**src/rtl/utpc_pkg.sv**
```systemverilog
// Shared types, constants and helper functions of the upstream transmit power calculation.
package utpc_pkg;

  // ----------------------------------------------------------------------------
  // Power words: signed hundredths of a dB (dBmV for levels).
  // ----------------------------------------------------------------------------
  typedef logic signed [15:0] utpc_pwr_t;

  localparam utpc_pwr_t PWR_CEIL  = 16'sh7fff;
  localparam utpc_pwr_t PWR_FLOOR = -16'sh7fff;
  localparam utpc_pwr_t PR_RST    = 16'sh0fa0;
  localparam logic [15:0] STEP_DEF = 16'h0064;
  localparam int NCONST = 6;
  localparam int LOG2_X100 = 301;

  // ----------------------------------------------------------------------------
  // Constellations, gains relative to 64 QAM and per-profile limits.
  // ----------------------------------------------------------------------------
  typedef enum logic [2:0] {
    C_QPSK   = 3'h0,
    C_QAM8   = 3'h1,
    C_QAM16  = 3'h2,
    C_QAM32  = 3'h3,
    C_QAM64  = 3'h4,
    C_QAM128 = 3'h5
  } utpc_const_t;

  localparam utpc_pwr_t G_QPSK    = -16'sh0076;
  localparam utpc_pwr_t G_QAM8_16 = -16'sh0015;
  localparam utpc_pwr_t G_QAM32_64 = 16'sh0000;
  localparam utpc_pwr_t G_QAM128  = 16'sh0005;
  localparam utpc_pwr_t PROFILE_MIN_POWER_ALL   = 16'sh0320;
  localparam utpc_pwr_t PROFILE_MAX_POWER_QPSK  = 16'sh16a8;
  localparam utpc_pwr_t PROFILE_MAX_POWER_Q8_16 = 16'sh157c;
  localparam utpc_pwr_t PROFILE_MAX_POWER_Q32_64 = 16'sh1518;
  localparam utpc_pwr_t PROFILE_MAX_POWER_SCDMA = 16'sh14b4;

  // ----------------------------------------------------------------------------
  // Sequencer states and register image.
  // ----------------------------------------------------------------------------
  typedef enum logic [2:0] {
    ST_IDLE  = 3'h0,
    ST_LOG   = 3'h1,
    ST_ADJ   = 3'h3,
    ST_CLIP  = 3'h2,
    ST_ISSUE = 3'h6
  } utpc_st_t;

  typedef struct packed {
    logic        req;
    utpc_const_t cnst;
    logic [7:0]  codes;
    logic        spread;
  } utpc_burst_t;

  typedef struct packed {
    utpc_st_t    st;
    utpc_pwr_t   pr;
    utpc_pwr_t   upper_clip_bound;
    utpc_pwr_t   lower_clip_bound;
    utpc_pwr_t   tgt;
    utpc_pwr_t   tot;
    logic        tv;
    logic        pend_ev;
    utpc_pwr_t   pend_adj;
    logic        is_req;
    utpc_burst_t rq;
    logic [5:0]  s_mask;
    logic        s_scdma;
    logic [7:0]  s_act;
    logic [7:0]  s_cpm;
    logic        perr;
  } utpc_regs_t;

  localparam utpc_regs_t REGS_RST = '{st: ST_IDLE, pr: PR_RST, pend_ev: 1'b1, default: '0};

  function automatic utpc_pwr_t gain(utpc_const_t c);
    unique case (c)
      C_QPSK:           return G_QPSK;
      C_QAM8, C_QAM16:  return G_QAM8_16;
      C_QAM128:         return G_QAM128;
      default:          return G_QAM32_64;
    endcase
  endfunction

  function automatic utpc_pwr_t profile_max_power(utpc_const_t c, logic scdma);
    if (scdma)
      return PROFILE_MAX_POWER_SCDMA;
    unique case (c)
      C_QPSK:           return PROFILE_MAX_POWER_QPSK;
      C_QAM8, C_QAM16:  return PROFILE_MAX_POWER_Q8_16;
      default:          return PROFILE_MAX_POWER_Q32_64;
    endcase
  endfunction

  function automatic utpc_pwr_t sat17(logic signed [16:0] v);
    if (v > 17'sh07fff)
      return PWR_CEIL;
    if (v < -17'sh07fff)
      return PWR_FLOOR;
    return v[15:0];
  endfunction

endpackage

```
**src/rtl/utpc_log_rom.sv**
```systemverilog
// Lookup of ten times log10 of a code count, in hundredths of a dB, with a registered result.
`timescale 1ns/100ps
`default_nettype none
module utpc_log_rom
  import utpc_pkg::*;
(
  input  wire logic      clk_i,
  input  wire logic      srst_i,
  input  wire logic      ce_i,
  input  wire logic [7:0] count_i,
  output utpc_pwr_t      log_o
);

  logic [3:0]  frac;
  logic [2:0]  msb;
  logic [7:0]  norm;
  utpc_pwr_t   mant;
  utpc_pwr_t   lg;

  // Mantissa table: ten times log10(1 + k/16) for the four bits below the leading one.
  always_comb
  begin
    msb = 3'h0;
    for (int i = 0; i < 8; i++)
      if (count_i[i])
        msb = 3'(i);
    norm = count_i << (3'h7 - msb);
    frac = norm[6:3];
    unique case (frac)
      4'h0: mant = 16'sh0000;
      4'h1: mant = 16'sh001a;
      4'h2: mant = 16'sh0033;
      4'h3: mant = 16'sh004b;
      4'h4: mant = 16'sh0061;
      4'h5: mant = 16'sh0076;
      4'h6: mant = 16'sh008a;
      4'h7: mant = 16'sh009e;
      4'h8: mant = 16'sh00b0;
      4'h9: mant = 16'sh00c2;
      4'ha: mant = 16'sh00d3;
      4'hb: mant = 16'sh00e3;
      4'hc: mant = 16'sh00f3;
      4'hd: mant = 16'sh0102;
      4'he: mant = 16'sh0111;
      4'hf: mant = 16'sh011f;
    endcase
    lg = (count_i == 8'h00) ? 16'sh0000 : 16'(LOG2_X100 * int'(msb)) + mant;
  end

  always_ff @(posedge clk_i)
  begin
    if (srst_i)
      log_o <= '0;
    else if (ce_i)
      log_o <= lg;
  end

endmodule
`default_nettype wire

```
**src/rtl/utpc_top.sv**
```systemverilog
// Upstream transmit power calculation: reported level, clip bounds and burst or per-code target power.
`timescale 1ns/100ps
`default_nettype none
module utpc_top
  import utpc_pkg::*;
#(
  parameter logic [15:0] STEP = STEP_DEF
)
(
  input  wire logic        clk_i,
  input  wire logic        srst_i,
  input  wire logic        ce_i,
  input  wire logic        adj_valid_i,
  input  wire utpc_pwr_t   adj_power_i,
  input  wire logic        ucd_change_i,
  input  wire logic [5:0]  profile_mask_i,
  input  wire logic        scdma_mode_i,
  input  wire logic [7:0]  active_codes_i,
  input  wire logic [7:0]  codes_per_mslot_i,
  input  wire utpc_burst_t burst_i,
  output logic             req_ready_o,
  output logic             target_valid_o,
  output utpc_pwr_t        target_tx_power_o,
  output utpc_pwr_t        burst_power_o,
  output utpc_pwr_t        reported_power_level_o,
  output utpc_pwr_t        upper_clip_bound_o,
  output utpc_pwr_t        lower_clip_bound_o,
  output logic             profile_err_o
);

  utpc_regs_t r;
  utpc_regs_t n;
  utpc_pwr_t  lg_act;
  utpc_pwr_t  lg_cpm;
  utpc_pwr_t  lg_req;
  utpc_pwr_t  step_q;
  utpc_pwr_t  hi_c;
  utpc_pwr_t  lo_c;
  utpc_pwr_t  clip_hi;
  utpc_pwr_t  per_code;
  logic       ev_in;
  logic       changed;
  logic       bad_prof;

  // ----------------------------------------------------------------------------
  // Code-count logarithms.
  // ----------------------------------------------------------------------------
  utpc_log_rom u_log_act (
    .clk_i   (clk_i),
    .srst_i  (srst_i),
    .ce_i    (ce_i),
    .count_i (r.s_act),
    .log_o   (lg_act)
  );

  utpc_log_rom u_log_cpm (
    .clk_i   (clk_i),
    .srst_i  (srst_i),
    .ce_i    (ce_i),
    .count_i (r.s_cpm),
    .log_o   (lg_cpm)
  );

  utpc_log_rom u_log_req (
    .clk_i   (clk_i),
    .srst_i  (srst_i),
    .ce_i    (ce_i),
    .count_i (r.rq.codes),
    .log_o   (lg_req)
  );

  // ----------------------------------------------------------------------------
  // Step rounding.
  // ----------------------------------------------------------------------------
  // Rounds a commanded step to a multiple of STEP; a tie goes to the smaller magnitude.
  function automatic utpc_pwr_t round_step(utpc_pwr_t a);
    logic [15:0] mag;
    logic [15:0] q;
    logic [15:0] rm;
    logic [15:0] res;
    mag = a[15] ? 16'(-a) : 16'(a);
    q = mag / STEP;
    rm = mag - 16'(q * STEP);
    if ({rm, 1'b0} > {1'b0, STEP})
      q = q + 16'h0001;
    res = 16'(q * STEP);
    return a[15] ? utpc_pwr_t'(-res) : utpc_pwr_t'(res);
  endfunction

  // ----------------------------------------------------------------------------
  // Bounds over the active burst profiles.
  // ----------------------------------------------------------------------------
  always_comb
  begin
    hi_c = PWR_CEIL;
    lo_c = PWR_FLOOR;
    bad_prof = 1'b0;
    for (int i = 0; i < NCONST; i++)
    begin
      if (r.s_mask[i])
      begin
        if (!r.s_scdma && utpc_const_t'(3'(i)) == C_QAM128)
          bad_prof = 1'b1;
        else
        begin
          if (profile_max_power(utpc_const_t'(3'(i)), r.s_scdma) - gain(utpc_const_t'(3'(i))) < hi_c)
            hi_c = profile_max_power(utpc_const_t'(3'(i)), r.s_scdma) - gain(utpc_const_t'(3'(i)));
          if (PROFILE_MIN_POWER_ALL - gain(utpc_const_t'(3'(i))) > lo_c)
            lo_c = PROFILE_MIN_POWER_ALL - gain(utpc_const_t'(3'(i)));
        end
      end
    end
    if (r.s_scdma && lo_c != PWR_FLOOR)
      lo_c = sat17(17'(lo_c) + 17'(lg_act) - 17'(lg_cpm));
  end

  // ----------------------------------------------------------------------------
  // Sequencer.
  // ----------------------------------------------------------------------------
  assign ev_in   = adj_valid_i | ucd_change_i;
  assign changed = (profile_mask_i != r.s_mask) | (scdma_mode_i != r.s_scdma) |
                   (active_codes_i != r.s_act) | (codes_per_mslot_i != r.s_cpm);
  assign step_q  = round_step(adj_power_i);
  assign clip_hi = (r.pr > r.upper_clip_bound) ? r.upper_clip_bound : r.pr;
  assign per_code = sat17(17'(r.pr) + 17'(gain(r.rq.cnst)) -
                          ((r.s_scdma && r.rq.spread) ? 17'(lg_act) : 17'sh00000));
  assign req_ready_o = (r.st == ST_IDLE) && !r.pend_ev && !changed && !ev_in;

  always_comb
  begin
    n = r;
    n.tv = 1'b0;
    if (adj_valid_i)
      n.pend_adj = sat17(17'((r.st == ST_ADJ) ? 16'sh0000 : r.pend_adj) + 17'(step_q));
    else if (r.st == ST_ADJ)
      n.pend_adj = '0;
    if (ev_in)
      n.pend_ev = 1'b1;
    unique case (r.st)
      ST_IDLE:
      begin
        if (r.pend_ev || changed || ev_in)
        begin
          n.st = ST_LOG;
          n.is_req = 1'b0;
          n.pend_ev = 1'b0;
          n.s_mask = profile_mask_i;
          n.s_scdma = scdma_mode_i;
          n.s_act = active_codes_i;
          n.s_cpm = codes_per_mslot_i;
        end
        else if (burst_i.req)
        begin
          n.st = ST_LOG;
          n.is_req = 1'b1;
          n.rq = burst_i;
        end
      end
      ST_LOG:
        n.st = r.is_req ? ST_ISSUE : ST_ADJ;
      ST_ADJ:
      begin
        n.pr = sat17(17'(r.pr) + 17'(r.pend_adj));
        n.upper_clip_bound = hi_c;
        n.lower_clip_bound = lo_c;
        n.perr = bad_prof;
        n.st = ST_CLIP;
      end
      ST_CLIP:
      begin
        n.pr = (clip_hi < r.lower_clip_bound) ? r.lower_clip_bound : clip_hi;
        n.st = ST_IDLE;
      end
      ST_ISSUE:
      begin
        n.tgt = per_code;
        n.tot = (r.s_scdma && r.rq.spread) ? sat17(17'(per_code) + 17'(lg_req)) : per_code;
        n.tv = 1'b1;
        n.st = ST_IDLE;
      end
      default:
        n.st = ST_IDLE;
    endcase
  end

  always_ff @(posedge clk_i)
  begin
    if (srst_i)
      r <= REGS_RST;
    else if (ce_i)
      r <= n;
  end

  assign target_valid_o         = r.tv;
  assign target_tx_power_o      = r.tgt;
  assign burst_power_o          = r.tot;
  assign reported_power_level_o = r.pr;
  assign upper_clip_bound_o     = r.upper_clip_bound;
  assign lower_clip_bound_o     = r.lower_clip_bound;
  assign profile_err_o          = r.perr;

  // ----------------------------------------------------------------------------
  // Checks.
  // ----------------------------------------------------------------------------
  // Level after the adjustment and before clipping, kept for the order check.
  utpc_pwr_t pr_before_clip;
  always_ff @(posedge clk_i)
  begin
    if (r.st == ST_ADJ)
      pr_before_clip <= sat17(17'(r.pr) + 17'(r.pend_adj));
  end

  chk_clip_order: assert property (@(posedge clk_i) disable iff (srst_i || !ce_i)
    r.st == ST_CLIP |=> r.pr == ((pr_before_clip > r.upper_clip_bound ? r.upper_clip_bound : pr_before_clip) < r.lower_clip_bound ? r.lower_clip_bound :
                                 (pr_before_clip > r.upper_clip_bound ? r.upper_clip_bound : pr_before_clip)))
    else $error("reported level not clipped in order");

  chk_upper_bound: assert property (@(posedge clk_i) disable iff (srst_i || !ce_i)
    r.st == ST_ADJ |=> r.upper_clip_bound <= profile_max_power(C_QAM64, r.s_scdma) || r.s_mask[4:3] == 2'b00)
    else $error("upper bound above 64 QAM limit");

  chk_lower_tdma: assert property (@(posedge clk_i) disable iff (srst_i || !ce_i)
    r.st == ST_ADJ && !r.s_scdma && r.s_mask[0] |=> r.lower_clip_bound >= PROFILE_MIN_POWER_ALL - G_QPSK)
    else $error("lower bound misses QPSK term");

  chk_tdma_target: assert property (@(posedge clk_i) disable iff (srst_i || !ce_i)
    r.st == ST_ISSUE && !r.s_scdma |=> target_valid_o && target_tx_power_o == $past(r.pr) + gain($past(r.rq.cnst)))
    else $error("TDMA target not level plus gain");

  chk_no_qam128: assert property (@(posedge clk_i) disable iff (srst_i || !ce_i)
    r.st == ST_ADJ && !r.s_scdma && r.s_mask[5] |=> profile_err_o)
    else $error("128 QAM in TDMA not flagged");

  chk_recheck_bound: assert property (@(posedge clk_i) disable iff (srst_i || !ce_i)
    ucd_change_i && r.st == ST_IDLE |=> r.st == ST_LOG ##1 r.st == ST_ADJ ##1 r.st == ST_CLIP)
    else $error("descriptor change did not recheck limits");

  chk_spread_off: assert property (@(posedge clk_i) disable iff (srst_i || !ce_i)
    r.st == ST_ISSUE && !r.rq.spread |=> burst_power_o == target_tx_power_o)
    else $error("spreader-off target has code term");

  chk_step_grid: assert property (@(posedge clk_i) disable iff (srst_i || !ce_i)
    adj_valid_i |-> (step_q[15] ? 16'(-step_q) : 16'(step_q)) % STEP == 16'h0000)
    else $error("step not on supported grid");

  chk_req_answer: assert property (@(posedge clk_i) disable iff (srst_i || !ce_i)
    burst_i.req && req_ready_o |-> ##3 target_valid_o)
    else $error("burst request not answered in three cycles");

  chk_tdma_range: assert property (@(posedge clk_i) disable iff (srst_i || !ce_i)
    r.st == ST_ISSUE && !r.s_scdma && r.s_mask[r.rq.cnst] && r.rq.cnst != C_QAM128 |=>
      target_tx_power_o >= PROFILE_MIN_POWER_ALL && target_tx_power_o <= profile_max_power($past(r.rq.cnst), 1'b0))
    else $error("TDMA target outside profile limits");

  chk_scdma_range: assert property (@(posedge clk_i) disable iff (srst_i || !ce_i)
    r.st == ST_ISSUE && r.s_scdma && !r.rq.spread && r.s_mask[r.rq.cnst] |=>
      target_tx_power_o >= PROFILE_MIN_POWER_ALL && target_tx_power_o <= PROFILE_MAX_POWER_SCDMA)
    else $error("S-CDMA target outside profile limits");

  chk_spread_code: assert property (@(posedge clk_i) disable iff (srst_i || !ce_i)
    r.st == ST_ISSUE && r.s_scdma && r.rq.spread |=>
      target_tx_power_o == $past(r.pr) + gain($past(r.rq.cnst)) - $past(lg_act) &&
      burst_power_o == target_tx_power_o + $past(lg_req))
    else $error("per-code target misses code log");

  chk_scdma_lower: assert property (@(posedge clk_i) disable iff (srst_i || !ce_i)
    r.st == ST_ADJ && r.s_scdma && r.s_mask == 6'h01 |=>
      r.lower_clip_bound == PROFILE_MIN_POWER_ALL - G_QPSK + $past(lg_act) - $past(lg_cpm))
    else $error("S-CDMA lower bound misses code ratio");

  chk_adj_recheck: assert property (@(posedge clk_i) disable iff (srst_i || !ce_i)
    adj_valid_i && r.st == ST_IDLE |=> r.st == ST_LOG ##1 r.st == ST_ADJ ##1 r.st == ST_CLIP)
    else $error("ranging response did not recheck limits");

  chk_err_scdma: assert property (@(posedge clk_i) disable iff (srst_i || !ce_i)
    r.st == ST_ADJ && r.s_scdma |=> !profile_err_o)
    else $error("128 QAM flagged in S-CDMA");

  chk_valid_pulse: assert property (@(posedge clk_i) disable iff (srst_i || !ce_i)
    target_valid_o |=> !target_valid_o)
    else $error("target valid longer than one cycle");

  cov_tdma_burst: cover property (@(posedge clk_i) disable iff (srst_i) target_valid_o && !r.s_scdma);
  cov_spread_on: cover property (@(posedge clk_i) disable iff (srst_i) target_valid_o && r.s_scdma && r.rq.spread);
  cov_clip_low: cover property (@(posedge clk_i) disable iff (srst_i) r.st == ST_CLIP && clip_hi < r.lower_clip_bound);
  cov_clip_high: cover property (@(posedge clk_i) disable iff (srst_i) r.st == ST_CLIP && r.pr > r.upper_clip_bound);
  cov_ucd_recheck: cover property (@(posedge clk_i) disable iff (srst_i) ucd_change_i && r.st == ST_IDLE);

endmodule
`default_nettype wire
```
**config.mk**
```make
export PLATFORM = sky130hd
export DESIGN_NAME = utpc_top
export DESIGN_NICKNAME = d
export VERILOG_FILES = /design/src/rtl/utpc_pkg.sv /design/src/rtl/utpc_log_rom.sv /design/src/rtl/utpc_top.sv
export SDC_FILE = /design/constraint.sdc
export NUM_CORES = 1
export LEC_CHECK = 0
export BUFFER_PORTS_ARGS = -buffer_cell sky130_fd_sc_hd__buf_2
export CAP_MARGIN = 20
export CORE_ASPECT_RATIO = 0.6
export CORE_UTILIZATION = 41
export DETAILED_ROUTE_END_ITERATION = 8
export PLACE_DENSITY = 0.69
export SLEW_MARGIN = 25
export SYNTH_ARGS = -nofsm -noshare
export SYNTH_HDL_FRONTEND = slang
export SYNTH_SLANG_ARGS = --single-unit
```
**constraint.sdc**
```tcl
create_clock -name clk_i -period 16.9 [get_ports clk_i]
set_input_delay 0 -clock clk_i [delete_from_list [all_inputs] [get_ports clk_i]]
set_output_delay 0 -clock clk_i [all_outputs]
set_load 0.02 [all_outputs]
```
==> qor.csv <==
stage,metric,value,unit
yosys,Synth Warn #,0,
timing,Slew Limit Fails,0,
final_layout,"commonest cells after routing, fill and taps aside","nor2_1 (300), ha_1 (268), inv_1 (258)",
final_layout,share of cells above drive strength 1,10.20,%
floorplan,site row count,63,
cts,CTS buffer count,17,
placed_design,Placed Instances,3384,
yosys,synthesized area per cell,7.727,µm²
yosys,Post-synth EDFFs,0,
worst_setup_path,WS Path Type,input port to register,
global_route,largest net degree at the start of global routing,99,
yosys,fraction of registers with async set/reset,0,%
final_layout,Syn-to-layout area delta,8.813,%
global_route,first-pass GRT wire length,97.60,mm
floorplan,Initial Util,42.00,%
timing,worst slew pin tran,1.027,ns
detailed_routing,# DRC,0,
worst_setup_path,crit path capture type,register,
floorplan,Die H,177.1,µm
placed_design,IO Port Bufs,138,
worst_setup_path,CP max stage cell,or4b_4,
detailed_routing,total wire length,62.23,mm
final_layout,area of the multi-input gates,0.01554,mm²
floorplan,Top-Level Pins,140,
final_layout,Ant. Diodes,0,
job,total of max-cap violations,0,
timing,Max Freq,62.71,MHz
global_route,vias in the first global route,17090,
placed_design,GPL Wtd Cong,0.9480,
timing,Max transition margin,31.22,%
floorplan,die area,0.05205,mm²
final_layout,fill count,4907,
timing,Final Cycle Share,94.35,%
worst_setup_path,CP required,17.23,ns
detailed_routing,routed length per instance,18.00,µm
final_layout,fin util,45.70,%
cts,root buffer cell,clkbuf_16,
yosys,"Seq/Total Area, Yosys",16.53,%
yosys,mapped cell area,0.02096,mm²
cts,Worst-path clk slew,0.08,ns
outcome,outcome,"complete, no violations",
global_route,total track usage,23.68,%
placed_design,hpwl dp,49.34,mm
final_layout,layout net count,3130,
yosys,Post-synth top flop,dfxtp_1,
detailed_routing,antenna-violating nets left,0,
cts,Longest Clk Path Bufs,2,
yosys,syn nets,3080,
worst_hold_path,Hold Path Class,input port to register,
timing,Setup Viol. Count Final,0,
final_layout,"most common cell after layout, fill and taps aside",nor2_1,
floorplan,core area,0.04990,mm²
worst_setup_path,worst-path fanout max,14,
yosys,"FF+latch count, synth",173,
timing,Clock Skews,0.01616,ns
cts,TritonCTS clock tree,done,
cts,clock latency on the worst-skew pair,0.47,ns
detailed_routing,Vias,19260,
yosys,Synth Instances,2712,
worst_setup_path,most repeated library cell on the critical path,ha_1,
cts,H-tree lvl count,4,
yosys,Synth cell types,110,
final_layout,Non-Filler Instances,3457,
detailed_routing,initial DRC count,2037,
worst_setup_path,CP peak stage delay,0.54,ns
timing,Period minus WS final,15.95,ns
detailed_routing,via density per instance,5.572,
worst_setup_path,CP Launch Type,input port,
floorplan,chip width,293.9,µm
global_route,GRT Residual Overflow,0,
detailed_routing,first-pass iteration count of the detailed router,5,
final_layout,sequential cell area,0.003463,mm²
timing,Fin. Hold Viols,0,
cts,Sink Count,173,
global_route,antenna violations before repair,0,
worst_setup_path,Arrival @ worst endpoint,16.28,ns
synth_stat cells (7+ instances only):
master       n  area share, %
nor2_1     301            5.4
ha_1       268             16
a21oi_1    258            6.2
inv_1      258            4.6
dfxtp_1    173             17
nand2_1    152            2.7
xnor2_1    142            5.9
o21ai_0    100            2.4
clkbuf_1    88            1.6
buf_4       83            3.0
o21bai_1    72            2.6
mux2i_1     62            3.0
a21o_1      55            2.0
xor2_1      54            2.3
nor2b_1     50            1.5
fa_1        43            4.1
nor3_1      41           0.98
nand3_1     32           0.76
a211oi_1    30            1.1
and2_1      30           0.90
nand2b_1    30           0.90
nand4_1     23           0.69
a31oi_1     22           0.66
o21a_1      22           0.79
a221oi_1    19           0.79
and3_1      17           0.51
a211o_1     15           0.63
a2bb2oi_1   15           0.63
or4_1       15           0.54
nor4_1      14           0.42
mux2_2      12           0.64
o21ai_1     12           0.29
o221ai_1    11           0.46
a311oi_1    10           0.42
o211ai_1     9           0.32
o31ai_1      9           0.32
nand3b_1     8           0.29
a221o_1      7           0.33
a22oi_1      7           0.25
through the flow:
step                area, µm²  setup slack, ns  hold WS, ns   TNS, ns
global placement        21760           0.4221       0.2399         0
floorplan               20960            2.115       0.1386         0
CTS                     22730           0.6097      0.04670         0
global route            22800         -0.06300      0.07793  -0.07359
finish                  22800           0.9548      0.05790         0
detailed placement      21760           0.1411       0.2431         0
flip-flops by register name, indices dropped and copies added, names as in the netlist:
| register | count |
|---|---|
| reported_power_level_o | 16 |
| u_log_act.log_o | 13 |
| profile_err_o | 1 |
| upper_clip_bound_o | 12 |
| u_log_cpm.log_o | 13 |
| lower_clip_bound_o | 16 |
| r | 56 |
| u_log_req.log_o | 13 |
| target_tx_power_o | 16 |
| target_valid_o | 1 |
| burst_power_o | 16 |
worst max-delay path: cells and delay by family:
| family | cells | cell delay, ns |
|---|---|---|
| xor+xnor | 8 | 1.64 |
| simple gates | 14 | 2.93 |
| mux | 1 | 0.40 |
| compound gates | 26 | 6.73 |
| buf+inv | 8 | 0.90 |
| fa+ha+maj | 12 | 3.64 |
worst paths after layout:
check                        start                to  slack, ns  cells after the start
setup / recovery    adj_power_i[1]             r[51]       0.95                     69
hold / removal              srst_i             r[30]       0.06                      2
setup reg to reg             r[24]  burst_power_o[2]       7.04                     45
hold reg to reg   burst_power_o[3]  burst_power_o[3]       0.45                      2
repair_timing:
| action | in CTS | in global routing |
|---|---|---|
| hold buffers | 38 | 0 |
| endpoints found under the hold margin | 38 | 0 |
| setup buffers | 0 | 3 |
| endpoints found under the setup margin | 0 | 15 |
| gates resized for setup | 0 | 7 |
logic make-up after synthesis:
group / after synthesis / synth area share, %
other: 1 / 0.01790
buffers and inverters: 445 / 9.601
AOI/OAI and AO/OA: 748 / 23.93
adders and majority gates: 318 / 20.45
and+or+nand+nor: 751 / 17.16
muxes: 77 / 3.893
DFF: 173 / 16.53
xor gates and xnor gates: 199 / 8.425
per-layer routing:
layer	GRT usage, %	share of wire [%]	vias to the layer above
li1	-	-	9533
met1	38.73	53	8880
met2	29.01	35	801
met3	6.454	10	47
met4	4.731	1.5	0
met5	0	0	-
layout make-up:
| type | instances | share of cell area (%) |
|---|---|---|
| well taps | 682 | 3.742 |
| clock inverters | 11 | 0.5707 |
| inverters | 262 | 4.329 |
| multi-input cells | 2094 | 68.17 |
| repair buffers | 214 | 5.976 |
| clock buffers | 21 | 2.019 |
| flip-flops and latches | 173 | 15.19 |
Power is not shown: default switching activity piles up to over one toggle a cycle in this logic, so the estimate is an artifact.
